===== config.mk =====
export PLATFORM = sky130hd
export DESIGN_NAME = tdmtx_mux
export DESIGN_NICKNAME = d
export VERILOG_FILES = /design/src/hdl/tdmtx_pkg.sv /design/src/hdl/tdmtx_dly_mem.sv /design/src/hdl/tdmtx_act_mon.sv /design/src/hdl/tdmtx_mux.sv
export SDC_FILE = /design/constraint.sdc
export NUM_CORES = 1
export LEC_CHECK = 0
export ABC_AREA = 1
export BUFFER_PORTS_ARGS = -buffer_cell sky130_fd_sc_hd__buf_2
export CAP_MARGIN = 20
export CORE_MARGIN = 3
export CORE_UTILIZATION = 50
export DETAILED_ROUTE_END_ITERATION = 16
export PLACE_DENSITY_LB_ADDON = 0.15
export SYNTH_ARGS = -nofsm -noshare
export SYNTH_HDL_FRONTEND = slang
export SYNTH_SLANG_ARGS = --single-unit

===== constraint.sdc =====
create_clock -name aclk -period 2.8 [get_ports aclk]
set_input_delay 0.14 -clock aclk [delete_from_list [all_inputs] [get_ports aclk]]
set_output_delay 0.14 -clock aclk [all_outputs]
set_load 0.03 [all_outputs]

===== src/hdl/tdmtx_pkg.sv =====
`default_nettype none
package tdmtx_pkg;
	localparam int          CLK_KHZ      = 200000;
	localparam int          INT_OSC_KHZ  = 24704;
	localparam int          INT_DIV_CYC  = CLK_KHZ / INT_OSC_KHZ;
	localparam int          EXT_LOSS_NS  = 1000;
	localparam int          EXT_LOSS_CYC = EXT_LOSS_NS * CLK_KHZ / 1000000;
	localparam int          CLK_LOSS_NS  = 2000;
	localparam int          CLK_LOSS_CYC = CLK_LOSS_NS * CLK_KHZ / 1000000;
	localparam int          LOCK_US      = 10;
	localparam int          LOCK_CYC     = LOCK_US * CLK_KHZ / 1000;
	localparam int          DLY_BITS     = 16;
	localparam int          NUM_CH       = 24;
	localparam logic [11:0] ADDR_CTRL    = 12'h000;
	localparam logic [11:0] ADDR_LIMIT   = 12'h004;
	localparam logic [11:0] ADDR_STAT    = 12'h008;
	localparam int          CTRL_MODE    = 0;
	localparam int          CTRL_BIPOLAR = 2;
	localparam int          CTRL_ZS      = 3;
	localparam int          CTRL_FULLALM = 4;
	localparam int          CTRL_LOOP    = 5;
	localparam int          CTRL_VARIANT = 6;
	localparam int          CTRL_TONE    = 7;
	localparam logic [7:0]  CTRL_RST     = 8'h03;
	localparam logic [15:0] LIMIT_RST    = 16'h0800;
	localparam logic [1:0]  MODE_24CH    = 2'h3;
	localparam logic [7:0]  ALARM_PAT    = 8'hf0;
	localparam logic [11:0] FRAME_PAT    = 12'h8dc;
	localparam logic [3:0]  FRAME_LEN    = 4'hc;
	localparam logic [1:0]  RESP_OKAY    = 2'h0;
	localparam logic [1:0]  RESP_SLVERR  = 2'h2;

	typedef enum logic [1:0] {
		SRC_INT  = 2'h0,
		SRC_LOCK = 2'h1,
		SRC_EXT  = 2'h3
	} tdmtx_src_t;

	function automatic logic [4:0] nchan(input logic [1:0] mode);
		case (mode)
			2'h0: nchan = 5'h03;
			2'h1: nchan = 5'h06;
			2'h2: nchan = 5'h0c;
			default: nchan = 5'h18;
		endcase
	endfunction : nchan

	function automatic logic [2:0] rate_mask(input logic [1:0] mode);
		case (mode)
			2'h0: rate_mask = 3'h7;
			2'h1: rate_mask = 3'h3;
			2'h2: rate_mask = 3'h1;
			default: rate_mask = 3'h0;
		endcase
	endfunction : rate_mask

	// Eight samples per tone cycle at the frame rate give the tone.
	function automatic logic [7:0] tone_word(input logic [2:0] idx);
		case (idx)
			3'h0: tone_word = 8'h80;
			3'h1: tone_word = 8'hda;
			3'h2: tone_word = 8'hff;
			3'h3: tone_word = 8'hda;
			3'h4: tone_word = 8'h80;
			3'h5: tone_word = 8'h25;
			3'h6: tone_word = 8'h00;
			default: tone_word = 8'h25;
		endcase
	endfunction : tone_word
endpackage : tdmtx_pkg
`default_nettype wire


===== src/hdl/tdmtx_dly_mem.sv =====
`default_nettype none
module tdmtx_dly_mem (
	input  wire logic       aclk,
	input  wire logic       aresetn,
	input  wire logic       we,
	input  wire logic [1:0] wdata,
	output logic      [1:0] rdata_q
);
	// The read register adds one bit time, so the ring is one short.
	localparam int DEPTH = tdmtx_pkg::DLY_BITS - 1;
	logic [1:0] mem [DEPTH];
	logic [3:0] ptr_q;

	always_ff @(posedge aclk)
	begin
		if (we)
		begin
			mem[ptr_q] <= wdata;
		end
	end

	always_ff @(posedge aclk)
	begin
		if (!aresetn)
		begin
			ptr_q   <= 4'h0;
			rdata_q <= 2'h0;
		end
		else if (we)
		begin
			rdata_q <= mem[ptr_q];
			ptr_q   <= (ptr_q == 4'(DEPTH - 1)) ? 4'h0 : ptr_q + 4'h1;
		end
	end
endmodule : tdmtx_dly_mem
`default_nettype wire


===== src/hdl/tdmtx_act_mon.sv =====
`default_nettype none
module tdmtx_act_mon (
	input  wire logic        aclk,
	input  wire logic        aresetn,
	input  wire logic        tick,
	input  wire logic        sig,
	input  wire logic [15:0] limit,
	output logic             lost_q
);
	logic [15:0] cnt_q;
	logic        last_q;

	always_ff @(posedge aclk)
	begin
		if (!aresetn)
		begin
			cnt_q  <= 16'h0000;
			last_q <= 1'b0;
			lost_q <= 1'b0;
		end
		else if (tick)
		begin
			last_q <= sig;
			if (sig != last_q)
			begin
				cnt_q  <= 16'h0000;
				lost_q <= 1'b0;
			end
			else if (cnt_q >= limit)
			begin
				lost_q <= 1'b1;
			end
			else
			begin
				cnt_q <= cnt_q + 16'h0001;
			end
		end
	end
endmodule : tdmtx_act_mon
`default_nettype wire


===== src/hdl/tdmtx_mux.sv =====
// Notes on behaviour
// Voice slots carry plain PCM, zero-suppressed PCM or the 1 kHz tone word.
// Stream interleaves digital data, voice and framing bits by slot enables.
// Data slot enable follows the data enable from the digital channel units.
// Framing pattern runs on stream timing per mode; frame timing goes to PCM.
// Loss of framing pattern, framing enable or stream data raises fault alarm.
// Variant option forces bit 7 to one when voice bits 1 to 7 are zero.
// Bit/channel counter on stream timing; channel count also goes to PCM.
// Bit count, gated by channel count, sequences bits and drives wrap control.
// One channel select line per channel module marks its transmit time.
// Counter control reloads the start value so sequencing restarts at channel 1.
// Mode field selects 3, 6, 12 or 24 channel sequencing.
// External timing is used while active; internal source takes over on loss.
// Source is divided and the rate matching the channel mode is chosen.
// Zero suppression and full alarm select come from operator controls.
// Divider, selector or power sync loop stopping raises loss of output.
// Power sync pulse twice per frame, one aligned with the channel 1 restart.
// Local loop replaces stream data with loopback data.
// Line output is NRZ or bipolar by operator choice, timed by stream clock.
// Outgoing stream clock or data stopping raises the output alarm.
// Stream clock also leaves on NRZ clock and master clock outputs.
// 24 channel bipolar: zero data channel and voice bits 1 to 6 zero set bit 7.
// Digital data is delayed sixteen bit times before interleaving.
// Outgoing alarm with full alarm selected replaces delayed data with pattern.
// Activity loss after a set count without transitions; clears on resumption.
// Bipolar marks ones with alternating pulses and zeros with no pulse.
//
// Our own choices: the AXI4-Lite slave port and the placing of the registers.
`default_nettype none
module tdmtx_mux (
	input  wire logic        aclk,
	input  wire logic        aresetn,
	input  wire logic [11:0] s_axi_awaddr,
	input  wire logic        s_axi_awvalid,
	output logic             s_axi_awready,
	input  wire logic [31:0] s_axi_wdata,
	input  wire logic [3:0]  s_axi_wstrb,
	input  wire logic        s_axi_wvalid,
	output logic             s_axi_wready,
	output logic [1:0]       s_axi_bresp,
	output logic             s_axi_bvalid,
	input  wire logic        s_axi_bready,
	input  wire logic [11:0] s_axi_araddr,
	input  wire logic        s_axi_arvalid,
	output logic             s_axi_arready,
	output logic [31:0]      s_axi_rdata,
	output logic [1:0]       s_axi_rresp,
	output logic             s_axi_rvalid,
	input  wire logic        s_axi_rready,
	input  wire logic        ext_clk,
	input  wire logic [7:0]  pcm_word,
	input  wire logic        dig_data,
	input  wire logic        data_enable,
	input  wire logic        alarm_in,
	input  wire logic        loop_data,
	output logic [23:0]      chan_sel_q,
	output logic [4:0]       chan_count_q,
	output logic             frame_sync_q,
	output logic             line_nrz_q,
	output logic             line_pos_q,
	output logic             line_neg_q,
	output logic             nrz_clk_q,
	output logic             master_clk_q,
	output logic             power_sync_q,
	output logic             fault_alarm_q,
	output logic             loss_output_q,
	output logic             out_alarm_q
);
	logic [7:0]  ctrl_q;
	logic [15:0] limit_q;
	logic [11:0] awaddr_q;
	logic [31:0] wdata_q;
	logic [3:0]  wstrb_q;
	logic        aw_full_q;
	logic        w_full_q;
	tdmtx_pkg::tdmtx_src_t src_q;
	logic [11:0] lock_q;
	logic [3:0]  int_cnt_q;
	logic        ext_d_q;
	logic [2:0]  div_q;
	logic        sclk_q;
	logic [2:0]  bit_q;
	logic [4:0]  chan_q;
	logic        fbit_q;
	logic [3:0]  fpos_q;
	logic [2:0]  tone_q;
	logic        fpat_q;
	logic        str_q;
	logic        pol_q;
	logic        zacc_q;
	logic        dz_q;
	logic [1:0]  dly_q;
	logic [8:0]  lost;
	logic [8:0]  mon_sig;
	logic [8:0]  mon_tick;
	logic [15:0] mon_lim [9];
	logic [1:0]  mode;
	logic [1:0]  mode_q;
	logic [4:0]  nch;
	logic        int_tick;
	logic        src_tick;
	logic        sel_tick;
	logic        bit_tick;
	logic [2:0]  nbit;
	logic [4:0]  nchan;
	logic        nfbit;
	logic [7:0]  vw;
	logic        dbit;
	logic        sbit;
	logic        obit;
	logic        zs_path;

	assign mode     = ctrl_q[tdmtx_pkg::CTRL_MODE +: 2];
	// The counter adopts a new mode only at the framing slot, so a count never outruns it.
	assign nch      = tdmtx_pkg::nchan(mode_q);
	assign int_tick = int_cnt_q == 4'(tdmtx_pkg::INT_DIV_CYC - 1);
	assign src_tick = (src_q == tdmtx_pkg::SRC_EXT) ? (ext_clk & ~ext_d_q) : int_tick;
	assign sel_tick = src_tick && ((div_q & tdmtx_pkg::rate_mask(mode))
		== tdmtx_pkg::rate_mask(mode));
	// Data changes as the stream clock falls so the far end samples mid bit.
	assign bit_tick = sel_tick && sclk_q;

	always_ff @(posedge aclk)
	begin
		if (!aresetn)
		begin
			s_axi_awready <= 1'b1;
			s_axi_wready  <= 1'b1;
			s_axi_bvalid  <= 1'b0;
			s_axi_bresp   <= tdmtx_pkg::RESP_OKAY;
			aw_full_q     <= 1'b0;
			w_full_q      <= 1'b0;
			awaddr_q      <= 12'h000;
			wdata_q       <= 32'h0000_0000;
			wstrb_q       <= 4'h0;
			ctrl_q        <= tdmtx_pkg::CTRL_RST;
			limit_q       <= tdmtx_pkg::LIMIT_RST;
		end
		else
		begin
			if (s_axi_awvalid && s_axi_awready)
			begin
				awaddr_q      <= s_axi_awaddr;
				aw_full_q     <= 1'b1;
				s_axi_awready <= 1'b0;
			end
			if (s_axi_wvalid && s_axi_wready)
			begin
				wdata_q      <= s_axi_wdata;
				wstrb_q      <= s_axi_wstrb;
				w_full_q     <= 1'b1;
				s_axi_wready <= 1'b0;
			end
			if (aw_full_q && w_full_q && !s_axi_bvalid)
			begin
				aw_full_q    <= 1'b0;
				w_full_q     <= 1'b0;
				s_axi_bvalid <= 1'b1;
				s_axi_bresp  <= tdmtx_pkg::RESP_OKAY;
				case (awaddr_q)
					tdmtx_pkg::ADDR_CTRL:
					begin
						if (wstrb_q[0])
						begin
							ctrl_q <= wdata_q[7:0];
						end
					end
					tdmtx_pkg::ADDR_LIMIT:
					begin
						if (wstrb_q[0])
						begin
							limit_q[7:0] <= wdata_q[7:0];
						end
						if (wstrb_q[1])
						begin
							limit_q[15:8] <= wdata_q[15:8];
						end
					end
					tdmtx_pkg::ADDR_STAT: s_axi_bresp <= tdmtx_pkg::RESP_OKAY;
					default: s_axi_bresp <= tdmtx_pkg::RESP_SLVERR;
				endcase
			end
			if (s_axi_bvalid && s_axi_bready)
			begin
				s_axi_bvalid  <= 1'b0;
				s_axi_awready <= 1'b1;
				s_axi_wready  <= 1'b1;
			end
		end
	end

	always_ff @(posedge aclk)
	begin
		if (!aresetn)
		begin
			s_axi_arready <= 1'b1;
			s_axi_rvalid  <= 1'b0;
			s_axi_rdata   <= 32'h0000_0000;
			s_axi_rresp   <= tdmtx_pkg::RESP_OKAY;
		end
		else if (s_axi_arvalid && s_axi_arready)
		begin
			s_axi_arready <= 1'b0;
			s_axi_rvalid  <= 1'b1;
			s_axi_rresp   <= tdmtx_pkg::RESP_OKAY;
			case (s_axi_araddr)
				tdmtx_pkg::ADDR_CTRL: s_axi_rdata <= {24'h000000, ctrl_q};
				tdmtx_pkg::ADDR_LIMIT: s_axi_rdata <= {16'h0000, limit_q};
				tdmtx_pkg::ADDR_STAT: s_axi_rdata <= {16'h0000, bit_q, chan_q,
					2'h0, src_q, lost[8], out_alarm_q, loss_output_q, fault_alarm_q};
				default:
				begin
					s_axi_rdata <= 32'h0000_0000;
					s_axi_rresp <= tdmtx_pkg::RESP_SLVERR;
				end
			endcase
		end
		else if (s_axi_rvalid && s_axi_rready)
		begin
			s_axi_rvalid  <= 1'b0;
			s_axi_arready <= 1'b1;
		end
	end

	// A short lock wait keeps a flickering external input from stealing the source.
	always_ff @(posedge aclk)
	begin
		if (!aresetn)
		begin
			src_q  <= tdmtx_pkg::SRC_INT;
			lock_q <= 12'h000;
		end
		else if (lost[8])
		begin
			src_q  <= tdmtx_pkg::SRC_INT;
			lock_q <= 12'h000;
		end
		else
		begin
			case (src_q)
				tdmtx_pkg::SRC_INT: src_q <= tdmtx_pkg::SRC_LOCK;
				tdmtx_pkg::SRC_LOCK:
				begin
					lock_q <= lock_q + 12'h001;
					if (lock_q == 12'(tdmtx_pkg::LOCK_CYC - 1))
					begin
						src_q <= tdmtx_pkg::SRC_EXT;
					end
				end
				tdmtx_pkg::SRC_EXT: src_q <= tdmtx_pkg::SRC_EXT;
				default: src_q <= tdmtx_pkg::SRC_INT;
			endcase
		end
	end

	always_ff @(posedge aclk)
	begin
		if (!aresetn)
		begin
			int_cnt_q    <= 4'h0;
			ext_d_q      <= 1'b0;
			div_q        <= 3'h0;
			sclk_q       <= 1'b0;
			nrz_clk_q    <= 1'b0;
			master_clk_q <= 1'b0;
		end
		else
		begin
			ext_d_q   <= ext_clk;
			int_cnt_q <= int_tick ? 4'h0 : int_cnt_q + 4'h1;
			if (src_tick)
			begin
				div_q <= div_q + 3'h1;
			end
			if (sel_tick)
			begin
				sclk_q       <= ~sclk_q;
				nrz_clk_q    <= ~sclk_q;
				master_clk_q <= ~sclk_q;
			end
		end
	end

	always_comb
	begin
		nfbit = 1'b0;
		nbit  = bit_q + 3'h1;
		nchan = chan_q;
		if (fbit_q)
		begin
			nbit  = 3'h0;
			nchan = 5'h00;
		end
		else if (bit_q == 3'h7)
		begin
			if (chan_q == nch - 5'h01)
			begin
				nfbit = 1'b1;
				nchan = 5'h00;
			end
			else
			begin
				nchan = chan_q + 5'h01;
			end
		end
	end

	assign zs_path = ctrl_q[tdmtx_pkg::CTRL_ZS] && ctrl_q[tdmtx_pkg::CTRL_BIPOLAR]
		&& mode == tdmtx_pkg::MODE_24CH;

	always_comb
	begin
		vw = pcm_word;
		if (ctrl_q[tdmtx_pkg::CTRL_TONE])
		begin
			vw = tdmtx_pkg::tone_word(tone_q);
		end
		else if (zs_path && dz_q && pcm_word[7:2] == 6'h00)
		begin
			vw[1] = 1'b1;
		end
		else if (ctrl_q[tdmtx_pkg::CTRL_VARIANT] && pcm_word[7:1] == 7'h00)
		begin
			vw[1] = 1'b1;
		end
	end

	assign dbit = (alarm_in && ctrl_q[tdmtx_pkg::CTRL_FULLALM])
		? tdmtx_pkg::ALARM_PAT[3'h7 - nbit] : dly_q[0];
	assign sbit = nfbit ? tdmtx_pkg::FRAME_PAT[fpos_q]
		: (dly_q[1] ? dbit : vw[3'h7 - nbit]);
	assign obit = ctrl_q[tdmtx_pkg::CTRL_LOOP] ? loop_data : sbit;

	tdmtx_dly_mem u_dly (
		.aclk    (aclk),
		.aresetn (aresetn),
		.we      (bit_tick),
		.wdata   ({data_enable, dig_data}),
		.rdata_q (dly_q)
	);

	always_ff @(posedge aclk)
	begin
		if (!aresetn)
		begin
			bit_q        <= 3'h0;
			chan_q       <= 5'h00;
			mode_q       <= tdmtx_pkg::CTRL_RST[1:0];
			fbit_q       <= 1'b1;
			chan_count_q <= 5'h00;
			chan_sel_q   <= 24'h000000;
			frame_sync_q <= 1'b0;
			power_sync_q <= 1'b0;
		end
		else
		begin
			frame_sync_q <= bit_tick && nfbit;
			if (bit_tick)
			begin
				bit_q        <= nbit;
				chan_q       <= nchan;
				fbit_q       <= nfbit;
				if (nfbit)
				begin
					mode_q <= mode;
				end
				chan_count_q <= nchan;
				for (int i = 0; i < tdmtx_pkg::NUM_CH; i++)
				begin
					chan_sel_q[i] <= !nfbit && nchan == 5'(i);
				end
				power_sync_q <= (fbit_q || (nbit == 3'h0 && nchan == (nch >> 1)));
			end
		end
	end

	always_ff @(posedge aclk)
	begin
		if (!aresetn)
		begin
			fpos_q <= 4'h0;
			tone_q <= 3'h0;
			fpat_q <= 1'b0;
		end
		else if (bit_tick && nfbit)
		begin
			fpat_q <= tdmtx_pkg::FRAME_PAT[fpos_q];
			fpos_q <= (fpos_q == tdmtx_pkg::FRAME_LEN - 4'h1) ? 4'h0 : fpos_q + 4'h1;
			tone_q <= tone_q + 3'h1;
		end
	end

	always_ff @(posedge aclk)
	begin
		if (!aresetn)
		begin
			zacc_q <= 1'b0;
			dz_q   <= 1'b0;
		end
		else if (bit_tick && !nfbit)
		begin
			if (dly_q[1])
			begin
				zacc_q <= (nbit == 3'h0 ? 1'b1 : zacc_q) & ~dly_q[0];
				if (nbit == 3'h7)
				begin
					dz_q <= zacc_q & ~dly_q[0];
				end
			end
			else if (nbit == 3'h7)
			begin
				dz_q <= 1'b0;
			end
		end
	end

	always_ff @(posedge aclk)
	begin
		if (!aresetn)
		begin
			str_q      <= 1'b0;
			line_nrz_q <= 1'b0;
			line_pos_q <= 1'b0;
			line_neg_q <= 1'b0;
			pol_q      <= 1'b0;
		end
		else if (bit_tick)
		begin
			str_q      <= sbit;
			line_nrz_q <= obit;
			if (ctrl_q[tdmtx_pkg::CTRL_BIPOLAR])
			begin
				line_pos_q <= obit & ~pol_q;
				line_neg_q <= obit & pol_q;
				pol_q      <= pol_q ^ obit;
			end
			else
			begin
				line_pos_q <= 1'b0;
				line_neg_q <= 1'b0;
			end
		end
	end

	assign mon_sig  = {ext_clk, nrz_clk_q, line_nrz_q, power_sync_q, sclk_q, div_q[0],
		str_q, fbit_q, fpat_q};
	assign mon_tick = {1'b1, 1'b1, bit_tick, bit_tick, 1'b1, 1'b1, bit_tick, bit_tick, bit_tick};

	generate
		for (genvar g = 0; g < 9; g++)
		begin : g_mon
			assign mon_lim[g] = (g == 8) ? 16'(tdmtx_pkg::EXT_LOSS_CYC)
				: (g == 3 || g == 4 || g == 7) ? 16'(tdmtx_pkg::CLK_LOSS_CYC) : limit_q;
			tdmtx_act_mon u_mon (
				.aclk    (aclk),
				.aresetn (aresetn),
				.tick    (mon_tick[g]),
				.sig     (mon_sig[g]),
				.limit   (mon_lim[g]),
				.lost_q  (lost[g])
			);
		end
	endgenerate

	always_ff @(posedge aclk)
	begin
		if (!aresetn)
		begin
			fault_alarm_q <= 1'b0;
			loss_output_q <= 1'b0;
			out_alarm_q   <= 1'b0;
		end
		else
		begin
			fault_alarm_q <= |lost[2:0];
			loss_output_q <= |lost[5:3];
			out_alarm_q   <= |lost[7:6];
		end
	end
endmodule : tdmtx_mux
`default_nettype wire


After elaboration in Yosys (flattened, before gate mapping)
Memories as Yosys holds them, arrays and structs flattened. A register that Yosys moved wholly into a read port is not among the register bits.
Index checks and enable logic that the tools add are counted.
{ "op_classes": {"eq_ne": 62, "magnitude_cmp": 11, "n_addsub": 19, "reduce_logical": 93, "n_bitwise": 12, "muxes": 65} }
{ "op_table": {"columns": ["operator", "n"], "rows": [
  ["2-to-1 mux 16 bit", 10],
  ["adder 16 x 1 -> 16 bit, second input constant", 9],
  ["greater-or-equal comparator 16 bit", 5],
  ["greater-or-equal comparator 16 x 9 -> 1 bit, second input constant", 3],
  ["one-hot mux 16 bit (3 select lines)", 1],
  ["logical AND 1 bit", 42],
  ["equality test 5 x 4 -> 1 bit, second input constant", 8],
  ["equality test 5 bit, second input constant", 8],
  ["2-to-1 mux 1 bit", 37],
  ["one-hot mux 8 bit (4 select lines)", 1],
  ["AND reduction 2 bit", 14],
  ["equality test 12 x 3 -> 1 bit, second input constant", 2],
  ["equality test 12 x 4 -> 1 bit, second input constant", 2],
  ["logical NOT 12 bit", 2],
  ["equality test 5 x 3 -> 1 bit, second input constant", 4],
  ["OR reduction 2 bit", 10],
  ["greater-or-equal comparator 16 x 8 -> 1 bit, second input constant", 1],
  ["2-to-1 mux 4 bit", 4],
  ["2-to-1 mux 5 bit", 3],
  ["one-hot mux 5 bit (3 select lines)", 1],
  ["adder 12 x 1 -> 12 bit, second input constant", 1],
  ["adder 4 x 1 -> 4 bit, second input constant", 3],
  ["equality test 12 x 11 -> 1 bit, second input constant", 1],
  ["equality test 3 bit, second input constant", 4],
  ["other kinds (40)", 86]
]} }
{ "totals": {"n_memories": 3, "mem_bits_ro": 24, "input_bits": 80, "ram_bits": 30, "reg_bits": 339, "wordCells": 333, "output_inout_bits": 80} }
{ "memory_table": {"columns": ["memory", "words", "width", "read_ports", "rd_clocked_by_memory_dff", "write_ports", "line", "text"], "rows": [
  ["u_dly.mem", 15, 2, 1, 1, 1, "tdmtx_dly_mem.sv:11", "logic [1:0] mem [DEPTH];"],
  ["(name not given)", 16, 1, 1, 1, 0, "tdmtx_mux.sv:387", "fpat_q <= tdmtx_pkg::FRAME_PAT[fpos_q];"],
  ["(name not given)", 8, 1, 1, 0, 0, "tdmtx_mux.sv:329", "? tdmtx_pkg::ALARM_PAT[3'h7 - nbit] : dly_q[0];"]
]} }

Longest topological paths before layout
Gate-level depths: netlist of run 1.
{ "depth": {"depth_word": 13, "mapped_depth": 18} }

Cells and area by module
From an unflattened synthesis of run 1, not the netlist that was laid out.
{ "hier_totals": {"hier_cells": 3177, "hier_area_um2": 22496.6} }
{ "modules_own_cells": {"columns": ["mod", "cells_each", "area_each_um2", "instances"], "rows": [
  ["tdmtx_act_mon", 228, 1531.5, 9],
  ["tdmtx_mux", 965, 7138.1, 1],
  ["tdmtx_dly_mem", 160, 1575.3, 1]
]} }

Worst setup path before layout of run 1
OpenSTA, ideal clock, no wires.
{ "synth_timing": {"kind": "reg2reg", "start": "reg int_cnt_q[0]", "end": "mem u_dly.mem[0][0] (enable)", "period_less_slack_ns": 2.046, "setup_slack_ns": 0.754, "required_ns": 2.491, "arrival_ns": 1.737, "path_buffers": 3, "setup_ns": 0.309, "path_stages_with_launch": 13, "cell_sequence": "dfxtp_1 -> ha_1 -> nand2_1 -> nor2_1 -> nand2_1 -> o21ai_2 -> nand2_2 -> nor2_8 -> buf_6 -> buf_6 -> buf_2 -> nand2_1 -> nor2_1"} }
{ "synth_via": {"elab_chain_len": 6} }
{ "synth_rtl": {"columns": ["item", "line", "text"], "rows": [
  ["start, declared", "tdmtx_mux.sv:78", "logic [3:0] int_cnt_q;"],
  ["start signal, assigned", "tdmtx_mux.sv:270", "int_cnt_q <= int_tick ? 4'h0 : int_cnt_q + 4'h1;"],
  ["equality test 4 x 3 -> 1 bit", "tdmtx_mux.sv:116", "assign int_tick = int_cnt_q == 4'(tdmtx_pkg::INT_DIV_CYC - 1);"],
  ["2-to-1 mux 1 bit", "tdmtx_mux.sv:117", "assign src_tick = (src_q == tdmtx_pkg::SRC_EXT) ? (ext_clk & ~ext_d_q) : int_tick;"],
  ["logical AND 1 bit", "tdmtx_mux.sv:118", "assign sel_tick = src_tick && ((div_q & tdmtx_pkg::rate_mask(mode))"],
  ["logical AND 1 bit", "tdmtx_mux.sv:121", "assign bit_tick = sel_tick && sclk_q;"],
  ["2-to-1 mux 1 bit", "tdmtx_dly_mem.sv:16", "if (we)"],
  ["2-to-1 mux 1 bit (implied by the code)", "tdmtx_dly_mem.sv:18", "mem[ptr_q] <= wdata;"],
  ["end, declared", "tdmtx_dly_mem.sv:11", null]
]} }
Every way passes these cells.

Worst setup path in the final report of run 1
{ "layout_timing": {"start": "reg limit_q[9]", "end": "reg g_mon[2].u_mon.cnt_q[9]"} }
{ "layout_via": {"elab_chain_len": 3} }
{ "layout_rtl": {"columns": ["item", "line", "text"], "rows": [
  ["start, declared", "tdmtx_mux.sv:70", "logic [15:0] limit_q;"],
  ["start signal, assigned", "tdmtx_mux.sv:137", "limit_q <= tdmtx_pkg::LIMIT_RST;"],
  ["start signal, assigned", "tdmtx_mux.sv:176", "limit_q[15:8] <= wdata_q[15:8];"],
  ["greater-or-equal comparator 16 bit", "tdmtx_act_mon.sv:29", "else if (cnt_q >= limit)"],
  ["inequality test 2 x 1 -> 1 bit (no source line)", null, null],
  ["AND reduction 2 bit (no source line)", null, null],
  ["end signal, assigned", "tdmtx_act_mon.sv:35", "cnt_q <= cnt_q + 16'h0001;"],
  ["end, declared", "tdmtx_act_mon.sv:10", "logic [15:0] cnt_q;"]
]} }
Every way passes these cells.
A chain may end at the register's enable or synchronous reset.

==> results.cfg, run 1 <==
[timing]
worst-slew-pin-transition_ns = 0.712
period_minus_ws_final_ns = 2.53
fin_tns_setup_ns = 0
hold_viol = 0
post-route-period-util = 0.905
rsz_0062_raised_after_global_routing = false
relSlewSlack = 0.524
drv_slew = 0
setup_violations = 0
whs_ns = 0.0499
timing.clock.skew_ns = 0.00890
achievable-frequency_mhz = 395

[finish]
antenna_cells = 0
final_common_cell = sky130_fd_sc_hd__nand2_1
mostFrequentLayoutCells = 409 x sky130_fd_sc_hd__nand2_1, 324 x sky130_fd_sc_hd__dfxtp_1, 319 x sky130_fd_sc_hd__nor2_1
layout-drive-gt1-share = 0.0991
design.final.nets = 2766
syn_to_final_growth_pct = 16.0

[logic_synthesis]
number_of_flops_mapped_to_enable_cells_by_yosys = 30
postSynthRegisterBits = 354
most_instantiated_flip_flop_cell_in_the_synthesis_netlist = sky130_fd_sc_hd__dfxtp_1
seq_area_frac_synth = 0.411
yosysTopAreaCellShare = 0.361
post_synth.cell_area_avg_um2 = 7.46
post_synth_main_area_contributors = sky130_fd_sc_hd__dfxtp_1 36%, sky130_fd_sc_hd__nand2_1 8.5%, sky130_fd_sc_hd__ha_1 7.9%
post-synth-top-area-cell = sky130_fd_sc_hd__dfxtp_1
postSynth.asyncResetShare = 0
syn_inst = 2409
synth_cell_type_count = 52
ys_warn_count = 0
mappedNetlistArea_mm2 = 0.0180

[power_and_ir_drop]
clock_power_share = 0.497
share_comb_of_total_power = 0.040
power-per-cell-area_mw_per_mm2 = 542
sw_frac_of_total = 0.218
ir_worst_vdd_mv = 0.497
p_seq_frac = 0.462
power.leakage_nw = 8.61
total_switching_power_w = 0.00246
internal_power_w = 0.00884

[die]
dieWidth_um = 196
design.portCount = 160
initial_core_utilization = 0.514
core_area_mm2 = 0.0350
fp.dieArea_mm2 = 0.0382
row_count = 68
die_height_um = 196

[critical_path]
worstPathMaxFanout = 14
worst-endpoint-arrival_ns = 3.01
reg2reg_depth = 9
cp-end-kind = flop
critical_path.startpoint_type = flop
cp_required_ns = 3.27
critPathKind = flop to flop

[drt]
wl_um = 47500
drt-pass1-iter-count = 6
drcViolationCount = 0
dr_total_vias = 16600
vias_per_cell = 5.42
drt-initial-drc-count = 1127
detail-route-antenna-nets = 0
route.detailed.wl_per_inst_um = 15.5

[grt]
grt-ovfl-total = 0
gr-usage-all-layers = 0.245
grt_first_pass_wirelength_um = 77700
grt_max_degree = 94
first_global_vias = 15300
grt_antenna_before_repair = 0

[clock_tree]
latest_clock_arrival_within_the_worst_skew_pair_ns = 0.55
maximum_buffer_depth_of_the_clock_tree = 3
cts_tree = built
htree_num_levels = 2
cts_root_buf = sky130_fd_sc_hd__clkbuf_16
clk_pin_slew_ns = 0.06
cts_buffers = 40
clock-sinks = 354

[hold_path]
timing.hold.worst.class = input port to flop
min_delay_path_depth = 5

[run]
max-cap-violations = 0

[placement]
place_hpwl_um = 34000
placement.io_buffers = 123
finalWeightedCongestion = 0.959

[run_status]
run_status = finished, final reports clean
what timing repair did:
| item | 4_1_cts | 5_1_grt |
|---|---|---|
| hold endpoints to repair | 67 | 0 |
| gates resized for setup | 0 | 0 |
| endpoints found under the setup margin | 0 | 0 |
| hold buffers | 36 | 0 |
| buffers inserted | 0 | 0 |
cell families after synthesis:
kind of cell | share of synthesized area
simple gates | 0.255
compound gates | 0.142
buf+inv | 0.0814
flops | 0.411
fa+ha+maj | 0.0794
xor+xnor | 0.0302
other cells | 0.000209
sequential cells by signal, summed over array words and instances (netlist names), 3 cells and up, named ones only:
signal              flops
g_mon.u_mon.last_q      8
ctrl_q                  8
s_axi_rdata            16
bit_q                   3
fpos_q                  4
u_dly.ptr_q             4
awaddr_q               12
g_mon.u_mon.cnt_q     144
lock_q                 12
u_dly.mem              30
int_cnt_q               4
g_mon.u_mon.lost_q      9
chan_sel_q             24
div_q                   3
chan_q                  5
wdata_q                16
limit_q                16
tone_q                  3
synth_stat cells, types with 4 or more instances:
| library cell | n |
|---|---|
| sky130_fd_sc_hd__nand2_2 | 4 |
| sky130_fd_sc_hd__buf_2 | 17 |
| sky130_fd_sc_hd__clkbuf_1 | 49 |
| sky130_fd_sc_hd__o221ai_1 | 5 |
| sky130_fd_sc_hd__edfxtp_1 | 30 |
| sky130_fd_sc_hd__nor4_1 | 13 |
| sky130_fd_sc_hd__o21bai_1 | 11 |
| sky130_fd_sc_hd__nand2_1 | 409 |
| sky130_fd_sc_hd__or2_2 | 7 |
| sky130_fd_sc_hd__nor3_1 | 44 |
| sky130_fd_sc_hd__ha_1 | 114 |
| sky130_fd_sc_hd__dfxtp_1 | 324 |
| sky130_fd_sc_hd__inv_1 | 255 |
| sky130_fd_sc_hd__o21a_1 | 10 |
| sky130_fd_sc_hd__nand3b_1 | 8 |
| sky130_fd_sc_hd__buf_4 | 21 |
| sky130_fd_sc_hd__o22ai_1 | 10 |
| sky130_fd_sc_hd__a211oi_1 | 10 |
| sky130_fd_sc_hd__xor2_1 | 50 |
| sky130_fd_sc_hd__nand4_1 | 41 |
| sky130_fd_sc_hd__a22oi_1 | 7 |
| sky130_fd_sc_hd__a21oi_1 | 258 |
| sky130_fd_sc_hd__nand3_1 | 185 |
| sky130_fd_sc_hd__xnor2_1 | 12 |
| sky130_fd_sc_hd__o211ai_1 | 6 |
| sky130_fd_sc_hd__o21ai_0 | 130 |
| sky130_fd_sc_hd__buf_1 | 4 |
| sky130_fd_sc_hd__nor2_1 | 319 |
| sky130_fd_sc_hd__a31oi_1 | 15 |
| sky130_fd_sc_hd__buf_6 | 4 |
critical path: stages, from the launching register on:
cell and delay, ns:
sky130_fd_sc_hd__dfxtp_1 0.30, sky130_fd_sc_hd__inv_1 0.40, sky130_fd_sc_hd__ha_1 0.34, sky130_fd_sc_hd__a21oi_1 0.15, sky130_fd_sc_hd__o21ai_0 0.10, sky130_fd_sc_hd__a21oi_1 0.26
sky130_fd_sc_hd__nand3_1 0.15, sky130_fd_sc_hd__nand2_1 0.44, sky130_fd_sc_hd__nand3_1 0.14, sky130_fd_sc_hd__a21oi_1 0.17
metal layers:
metal / part of all wire / vias up / GRT usage
met5: 0 / - / 0
met4: 0.031 / 0 / 0.0869
met3: 0.060 / 84 / 0.0328
met2: 0.45 / 496 / 0.400
met1: 0.46 / 7684 / 0.334
li1: - / 8316 / -
final timing paths:
path                                                      startpoint                                    to  slack [ns]
worst min register to register  g_mon[7].u_mon.cnt_q[9]$_SDFFE_PP0N_  g_mon[7].u_mon.cnt_q[9]$_SDFFE_PP0N_        0.43
worst min-delay path                                         aresetn  g_mon[3].u_mon.cnt_q[7]$_SDFFE_PP0N_        0.05
worst max register to register               limit_q[9]$_SDFFE_PN0P_  g_mon[2].u_mon.cnt_q[9]$_SDFFE_PN0P_        0.27
worst max-delay path                         limit_q[9]$_SDFFE_PN0P_  g_mon[2].u_mon.cnt_q[9]$_SDFFE_PN0P_        0.27
power by group through the flow:
stage | clock (W) | combinational (W) | sequential [W]
2_1_floorplan | 0 | 0.000287 | 0.00534
3_3_place_gp | 0 | 0.000406 | 0.00533
3_5_place_dp | 0 | 0.000415 | 0.00533
4_1_cts | 0.00574 | 0.000454 | 0.00522
5_1_grt | 0.00594 | 0.000515 | 0.00523
6_report | 0.00562 | 0.000456 | 0.00522
metrics by stage:
stage,total power [W],cells,setup WS [ns],util,area (um2)
final,0.0113,3058,0.265,0.596,20800
after detailed placement,0.00575,2949,0.335,0.545,19000
after global routing,0.0117,3058,0.0504,0.596,20800
after floorplan,0.00562,2426,0.754,-,18000
after CTS,0.0114,3058,0.275,0.596,20800
after global placement,0.00574,2949,0.393,0.545,19000
cell type report:
class	count	area, um2
clock inverter	13	210
timing repair buffer	199	1290
fill	3243	14100
inverter	259	977
clock buffer	60	1230
tap	455	569
multi-input combinational	1718	9180
sequential	354	7390
Power figures use the tool's default switching activity.
==> run 2: changes to the inputs <==
CORE_UTILIZATION = 60   (was 50)
==> results.cfg, run 2 (same netlist as run 1, synthesis figures left out) <==
[die]
row_count = 62
core_area_mm2 = 0.0291
initial_core_utilization = 0.618
design.portCount = 160
die_height_um = 179
fp.dieArea_mm2 = 0.0321
dieWidth_um = 179

[drt]
wl_um = 46300
route.detailed.wl_per_inst_um = 15.6
drt-pass1-iter-count = 5
vias_per_cell = 5.61
drt-initial-drc-count = 1366
dr_total_vias = 16700
drcViolationCount = 0
detail-route-antenna-nets = 0

[critical_path]
worst-endpoint-arrival_ns = 2.98
crit_path_top_delay_cell = sky130_fd_sc_hd__dfxtp_1
crit_path_max_incr_delay_ns = 0.45
reg2reg_depth = 11
worstPathMaxFanout = 7
critPathKind = flop to flop
cp-end-kind = flop
cp_required_ns = 3.22
worstPathCellList = inv_1 > ha_1 > xnor2_1 > nor2_2 > nand4_4 > nor2_4 > nand2_1 > nor2_4 > inv_1 > nor2_1 > a21oi_1
critical_path.startpoint_type = flop

[placement]
finalWeightedCongestion = 0.967
placement.io_buffers = 123
place_hpwl_um = 32400
post_dp_cell_area_mm2 = 0.0189

[clock_tree]
htree_num_levels = 2
clock-sinks = 354
cts_tree = built
cts_buffers = 38
clk_pin_slew_ns = 0.06
cts_root_buf = sky130_fd_sc_hd__clkbuf_16
postCtsSetupRepairBufs = 0
maximum_buffer_depth_of_the_clock_tree = 3
latest_clock_arrival_within_the_worst_skew_pair_ns = 0.54

[power_and_ir_drop]
ir_worst_vdd_mv = 0.507
internal_power_w = 0.00856
power.leakage_nw = 8.51
clock_power_share = 0.482
p_seq_frac = 0.477
share_comb_of_total_power = 0.041
sw_frac_of_total = 0.219
total_switching_power_w = 0.00240
power-per-cell-area_mw_per_mm2 = 533

[hold_path]
timing.hold.worst.class = input port to flop
min_delay_path_depth = 5

[timing]
period_minus_ws_final_ns = 2.56
achievable-frequency_mhz = 391
timing.clock.skew_ns = 0.0179
fin_tns_setup_ns = 0
drv_slew = 0
worst-slew-pin-transition_ns = 0.990
hold_viol = 0
setup_violations = 0
post-route-period-util = 0.914
rsz_0062_raised_after_global_routing = false
relSlewSlack = 0.340

[finish]
design.final.nets = 2754
final_std_cell_area_no_fill_mm2 = 0.0206
final_common_cell = sky130_fd_sc_hd__nand2_1
mostFrequentLayoutCells = 409 x sky130_fd_sc_hd__nand2_1, 324 x sky130_fd_sc_hd__dfxtp_1, 319 x sky130_fd_sc_hd__nor2_1
antenna_cells = 0
layout-drive-gt1-share = 0.0942
largest_register_ff_count = 144
largestRegisters = g_mon.u_mon.cnt_q (144), u_dly.mem (30), chan_sel_q (24)
largest-register = g_mon.u_mon.cnt_q
fillerInstances = 2339
syn_to_final_growth_pct = 14.5

[grt]
first_global_vias = 15500
grt_first_pass_wirelength_um = 74900
grt_max_degree = 94
gr-usage-all-layers = 0.285
grt_antenna_before_repair = 0
grt-ovfl-total = 0

[run]
max-cap-violations = 0

[run_status]
run_status = finished, final reports clean
run 2: changes by cell type in the layout (fill, tap and decap cells not counted), moves of 2 or more:
cell | before | now
sky130_fd_sc_hd__clkbuf_16 | 43 | 39
sky130_fd_sc_hd__clkinv_1 | 2 | 4
sky130_fd_sc_hd__clkinvlp_4 | 2 | 0
sky130_fd_sc_hd__clkbuf_8 | 9 | 7
sky130_fd_sc_hd__buf_4 | 39 | 30
run 2: power groups by stage:
stage / logic [W] / clock network, W / registers [W]
4_1_cts: 0.000445 / 0.00535 / 0.00522
3_3_place_gp: 0.000394 / 0 / 0.00533
3_5_place_dp: 0.000407 / 0 / 0.00533
5_1_grt: 0.000510 / 0.00553 / 0.00523
2_1_floorplan: 0.000287 / 0 / 0.00534
6_report: 0.000455 / 0.00528 / 0.00523
run 2: path summary, 6_finish.rpt:
| kind | from | endpoint | slack [ns] |
|---|---|---|---|
| max | mode_q[0]$_SDFFE_PN1N_ | mode_q[1]$_SDFFE_PN1N_ | 0.24 |
| min reg2reg | g_mon[8].u_mon.cnt_q[10]$_SDFFE_PP0N_ | g_mon[8].u_mon.cnt_q[10]$_SDFFE_PP0N_ | 0.43 |
| min | loop_data | line_nrz_q$_SDFFE_PN0P_ | 0.01 |
| max reg2reg | mode_q[0]$_SDFFE_PN1N_ | mode_q[1]$_SDFFE_PN1N_ | 0.24 |
run 2: final cells by class:
class	instances	area, um2	area share
sequential	354	7390	0.359
clock buffer	54	1100	0.0536
multi-input combinational	1719	9200	0.447
timing repair buffer	188	1190	0.0579
inverter	259	977	0.0475
clock inverter	16	229	0.0111
tap	384	480	0.0234
run 2: metal layers:
| metal | vias up | track usage | wire (um) |
|---|---|---|---|
| met5 | - | 0 | 0 |
| met4 | 0 | 0.0994 | 1490 |
| met3 | 109 | 0.0432 | 3410 |
| met2 | 616 | 0.470 | 21200 |
| met1 | 7653 | 0.381 | 20200 |
| li1 | 8303 | - | - |
run 2: critical path: cells and delay by family, from the launching register on:
| family | cells | cell delay (ns) |
|---|---|---|
| adder cells (fa/ha/maj) | 1 | 0.25 |
| AO/OA/AOI/OAI | 1 | 0.06 |
| XOR/XNOR | 1 | 0.13 |
| buffers and inverters | 2 | 0.28 |
| flip-flops | 1 | 0.45 |
| AND/OR/NAND/NOR | 6 | 1.26 |
run 2: per-stage QoR:
| stage | util | hold slack (ns) | setup WS (ns) | total power (W) | std cells |
|---|---|---|---|---|---|
| 2_1_floorplan | - | 0.238 | 0.754 | 0.00562 | 2426 |
| 3_3_place_gp | 0.648 | 0.362 | 0.301 | 0.00572 | 2868 |
| 3_5_place_dp | 0.648 | 0.355 | 0.239 | 0.00574 | 2868 |
| 4_1_cts | 0.706 | 0.0127 | 0.236 | 0.0110 | 2973 |
| 5_1_grt | 0.707 | 0.0457 | 0.0204 | 0.0113 | 2974 |
| 6_report | 0.707 | 0.0145 | 0.241 | 0.0110 | 2974 |
run 2: timing repair:
item                       4_1_cts  5_1_grt
hold endpoints to repair        66        0
hold buffers                    35        0
setup endpoints to repair        0        5
resized for setup                0        1
==> run 3: changes to the inputs <==
MAX_ROUTING_LAYER = met4   (was default)
==> results.cfg, run 3 (same netlist as run 1, synthesis figures left out) <==
[run_status]
run_status = finished, final reports clean

[die]
row_count = 62
design.portCount = 160
fp.dieArea_mm2 = 0.0321
dieWidth_um = 179
initial_core_utilization = 0.618
die_height_um = 179
core_area_mm2 = 0.0291

[drt]
drt-pass1-iter-count = 7
route.detailed.wl_per_inst_um = 15.7
dr_total_vias = 16700
vias_per_cell = 5.62
wl_um = 46500
detail-route-antenna-nets = 0
drcViolationCount = 0
drt-initial-drc-count = 1676

[timing]
rsz_0062_raised_after_global_routing = false
setup_violations = 0
hold_viol = 0
whs_ns = 0.0144
timing.clock.skew_ns = 0.0137
relSlewSlack = 0.386
fin_tns_setup_ns = 0
achievable-frequency_mhz = 390
period_minus_ws_final_ns = 2.56
post-route-period-util = 0.915
worst-slew-pin-transition_ns = 0.922
drv_slew = 0

[finish]
fillerInstances = 2331
largest-register = g_mon.u_mon.cnt_q
largest_register_ff_count = 144
layout-drive-gt1-share = 0.0933
mostFrequentLayoutCells = 409 x sky130_fd_sc_hd__nand2_1, 324 x sky130_fd_sc_hd__dfxtp_1, 319 x sky130_fd_sc_hd__nor2_1
final_common_cell = sky130_fd_sc_hd__nand2_1
design.final.nets = 2749
syn_to_final_growth_pct = 14.0
largestRegisters = g_mon.u_mon.cnt_q (144), u_dly.mem (30), chan_sel_q (24)
antenna_cells = 0

[critical_path]
critPathKind = flop to flop
rr_endpoint = g_mon[2].u_mon.cnt_q[2]$_SDFFE_PN0P_
worst-endpoint-arrival_ns = 2.98
cp_required_ns = 3.22
cp-end-kind = flop
worstPathMaxFanout = 11
reg2reg_depth = 9
startpoint_of_the_worst_register_to_register_path = limit_q[14]$_SDFFE_PN0P_
slack_of_the_worst_reg_to_reg_path_ns = 0.24
critical_path.startpoint_type = flop

[clock_tree]
hold_buffers = 35
postCtsSetupRepairBufs = 0
post_cts_resized = 0
htree_num_levels = 2
maximum_buffer_depth_of_the_clock_tree = 3
cts_buffers = 38
latest_clock_arrival_within_the_worst_skew_pair_ns = 0.53
cts_tree = built
cts_root_buf = sky130_fd_sc_hd__clkbuf_16
clk_pin_slew_ns = 0.06
clock-sinks = 354

[grt]
grt-ovfl-total = 0
grt_antenna_before_repair = 0
grt.met1_usage = 0.382
first_global_vias = 15500
met2_usage = 0.479
grt_max_degree = 94
grt.met3_usage = 0.0508
grt_first_pass_wirelength_um = 75500
busiest_layer = met2
gr-usage-all-layers = 0.296

[run]
max-cap-violations = 0

[power_and_ir_drop]
ir_worst_vdd_mv = 0.497
power-per-cell-area_mw_per_mm2 = 528
power.leakage_nw = 8.47

[placement]
finalWeightedCongestion = 0.955
place_hpwl_um = 32500
placement.io_buffers = 123

[hold_path]
min_delay_path_depth = 3
holdCritStartpoint = aresetn
holdPathEnd = ctrl_q[4]$_SDFFE_PN0P_
timing.hold.worst.class = input port to flop
run 3: changes by cell type in the layout (fill, tap and decap cells not counted), moves of 2 or more:
cell                         delta
sky130_fd_sc_hd__buf_4          -5
sky130_fd_sc_hd__bufinv_16      -2
sky130_fd_sc_hd__clkbuf_1       -3
sky130_fd_sc_hd__clkbuf_8       +2
sky130_fd_sc_hd__clkinv_1       -2
sky130_fd_sc_hd__clkinv_4       -2
sky130_fd_sc_hd__clkinvlp_4     +2
run 3: worst max path at each step:
stage / startpoint / to / slack, ns / depth (start not counted)
final: limit_q[14]$_SDFFE_PN0P_ / g_mon[2].u_mon.cnt_q[2]$_SDFFE_PN0P_ / 0.24 / 9
after detailed placement: int_cnt_q[0]$_SDFF_PP0_ / g_mon[5].u_mon.cnt_q[6]$_SDFFE_PN0P_ / 0.35 / 11
after floorplan: int_cnt_q[0]$_SDFF_PP0_ / u_dly.mem[0][0]$_DFFE_PP_ / 0.75 / 12
after global placement: int_cnt_q[0]$_SDFF_PP0_ / g_mon[5].u_mon.cnt_q[5]$_SDFFE_PN0P_ / 0.39 / 11
after global routing: int_cnt_q[0]$_SDFF_PP0_ / g_mon[5].u_mon.cnt_q[0]$_SDFFE_PN0P_ / 0.005 / 11
after CTS: int_cnt_q[0]$_SDFF_PP0_ / g_mon[5].u_mon.cnt_q[2]$_SDFFE_PN0P_ / 0.30 / 11
run 3: final cells by class:
class                   instances  area [um2]  area share
clock buffers                  54        1130      0.0550
clock inverters                13         164     0.00800
inverters                     259         977      0.0477
multi-input cells            1718        9180       0.448
flip-flops and latches        354        7390       0.361
well taps                     384         480      0.0235
repair buffers                184        1170      0.0573
run 3: power by group:
part | internal (W) | leakage, nW | switching [W]
logic | 0.000156 | 4.95 | 0.000300
clock network | 0.00309 | 0.636 | 0.00206
registers | 0.00518 | 2.89 | 0.0000476
total | 0.00842 | 8.47 | 0.00240
run 3: metrics by stage:
step	total power [W]	utilization	cells	setup WS (ns)	area (um2)
floorplan	0.00562	-	2426	0.754	18000
global placement	0.00573	0.648	2864	0.385	18800
detailed placement	0.00574	0.648	2864	0.348	18800
CTS	0.0109	0.704	2966	0.304	20500
global route	0.0112	0.704	2966	0.00494	20500
finish	0.0108	0.704	2966	0.237	20500
run 3: layer usage:
metal  vias up  part of all wire
met4         0             0.028
met3        93             0.077
met2       585              0.46
li1       8277                 -
met1      7725              0.43
met5         -                 0
run 3: critical path, stage by stage (launching register included):
cell and delay [ns]:
sky130_fd_sc_hd__dfxtp_1 0.30, sky130_fd_sc_hd__inv_1 0.42, sky130_fd_sc_hd__ha_1 0.35, sky130_fd_sc_hd__nand4_1 0.14, sky130_fd_sc_hd__inv_1 0.05, sky130_fd_sc_hd__a21oi_1 0.23, sky130_fd_sc_hd__nand4_1 0.37, sky130_fd_sc_hd__buf_4 0.32
sky130_fd_sc_hd__o21ai_0 0.20, sky130_fd_sc_hd__a21oi_1 0.07
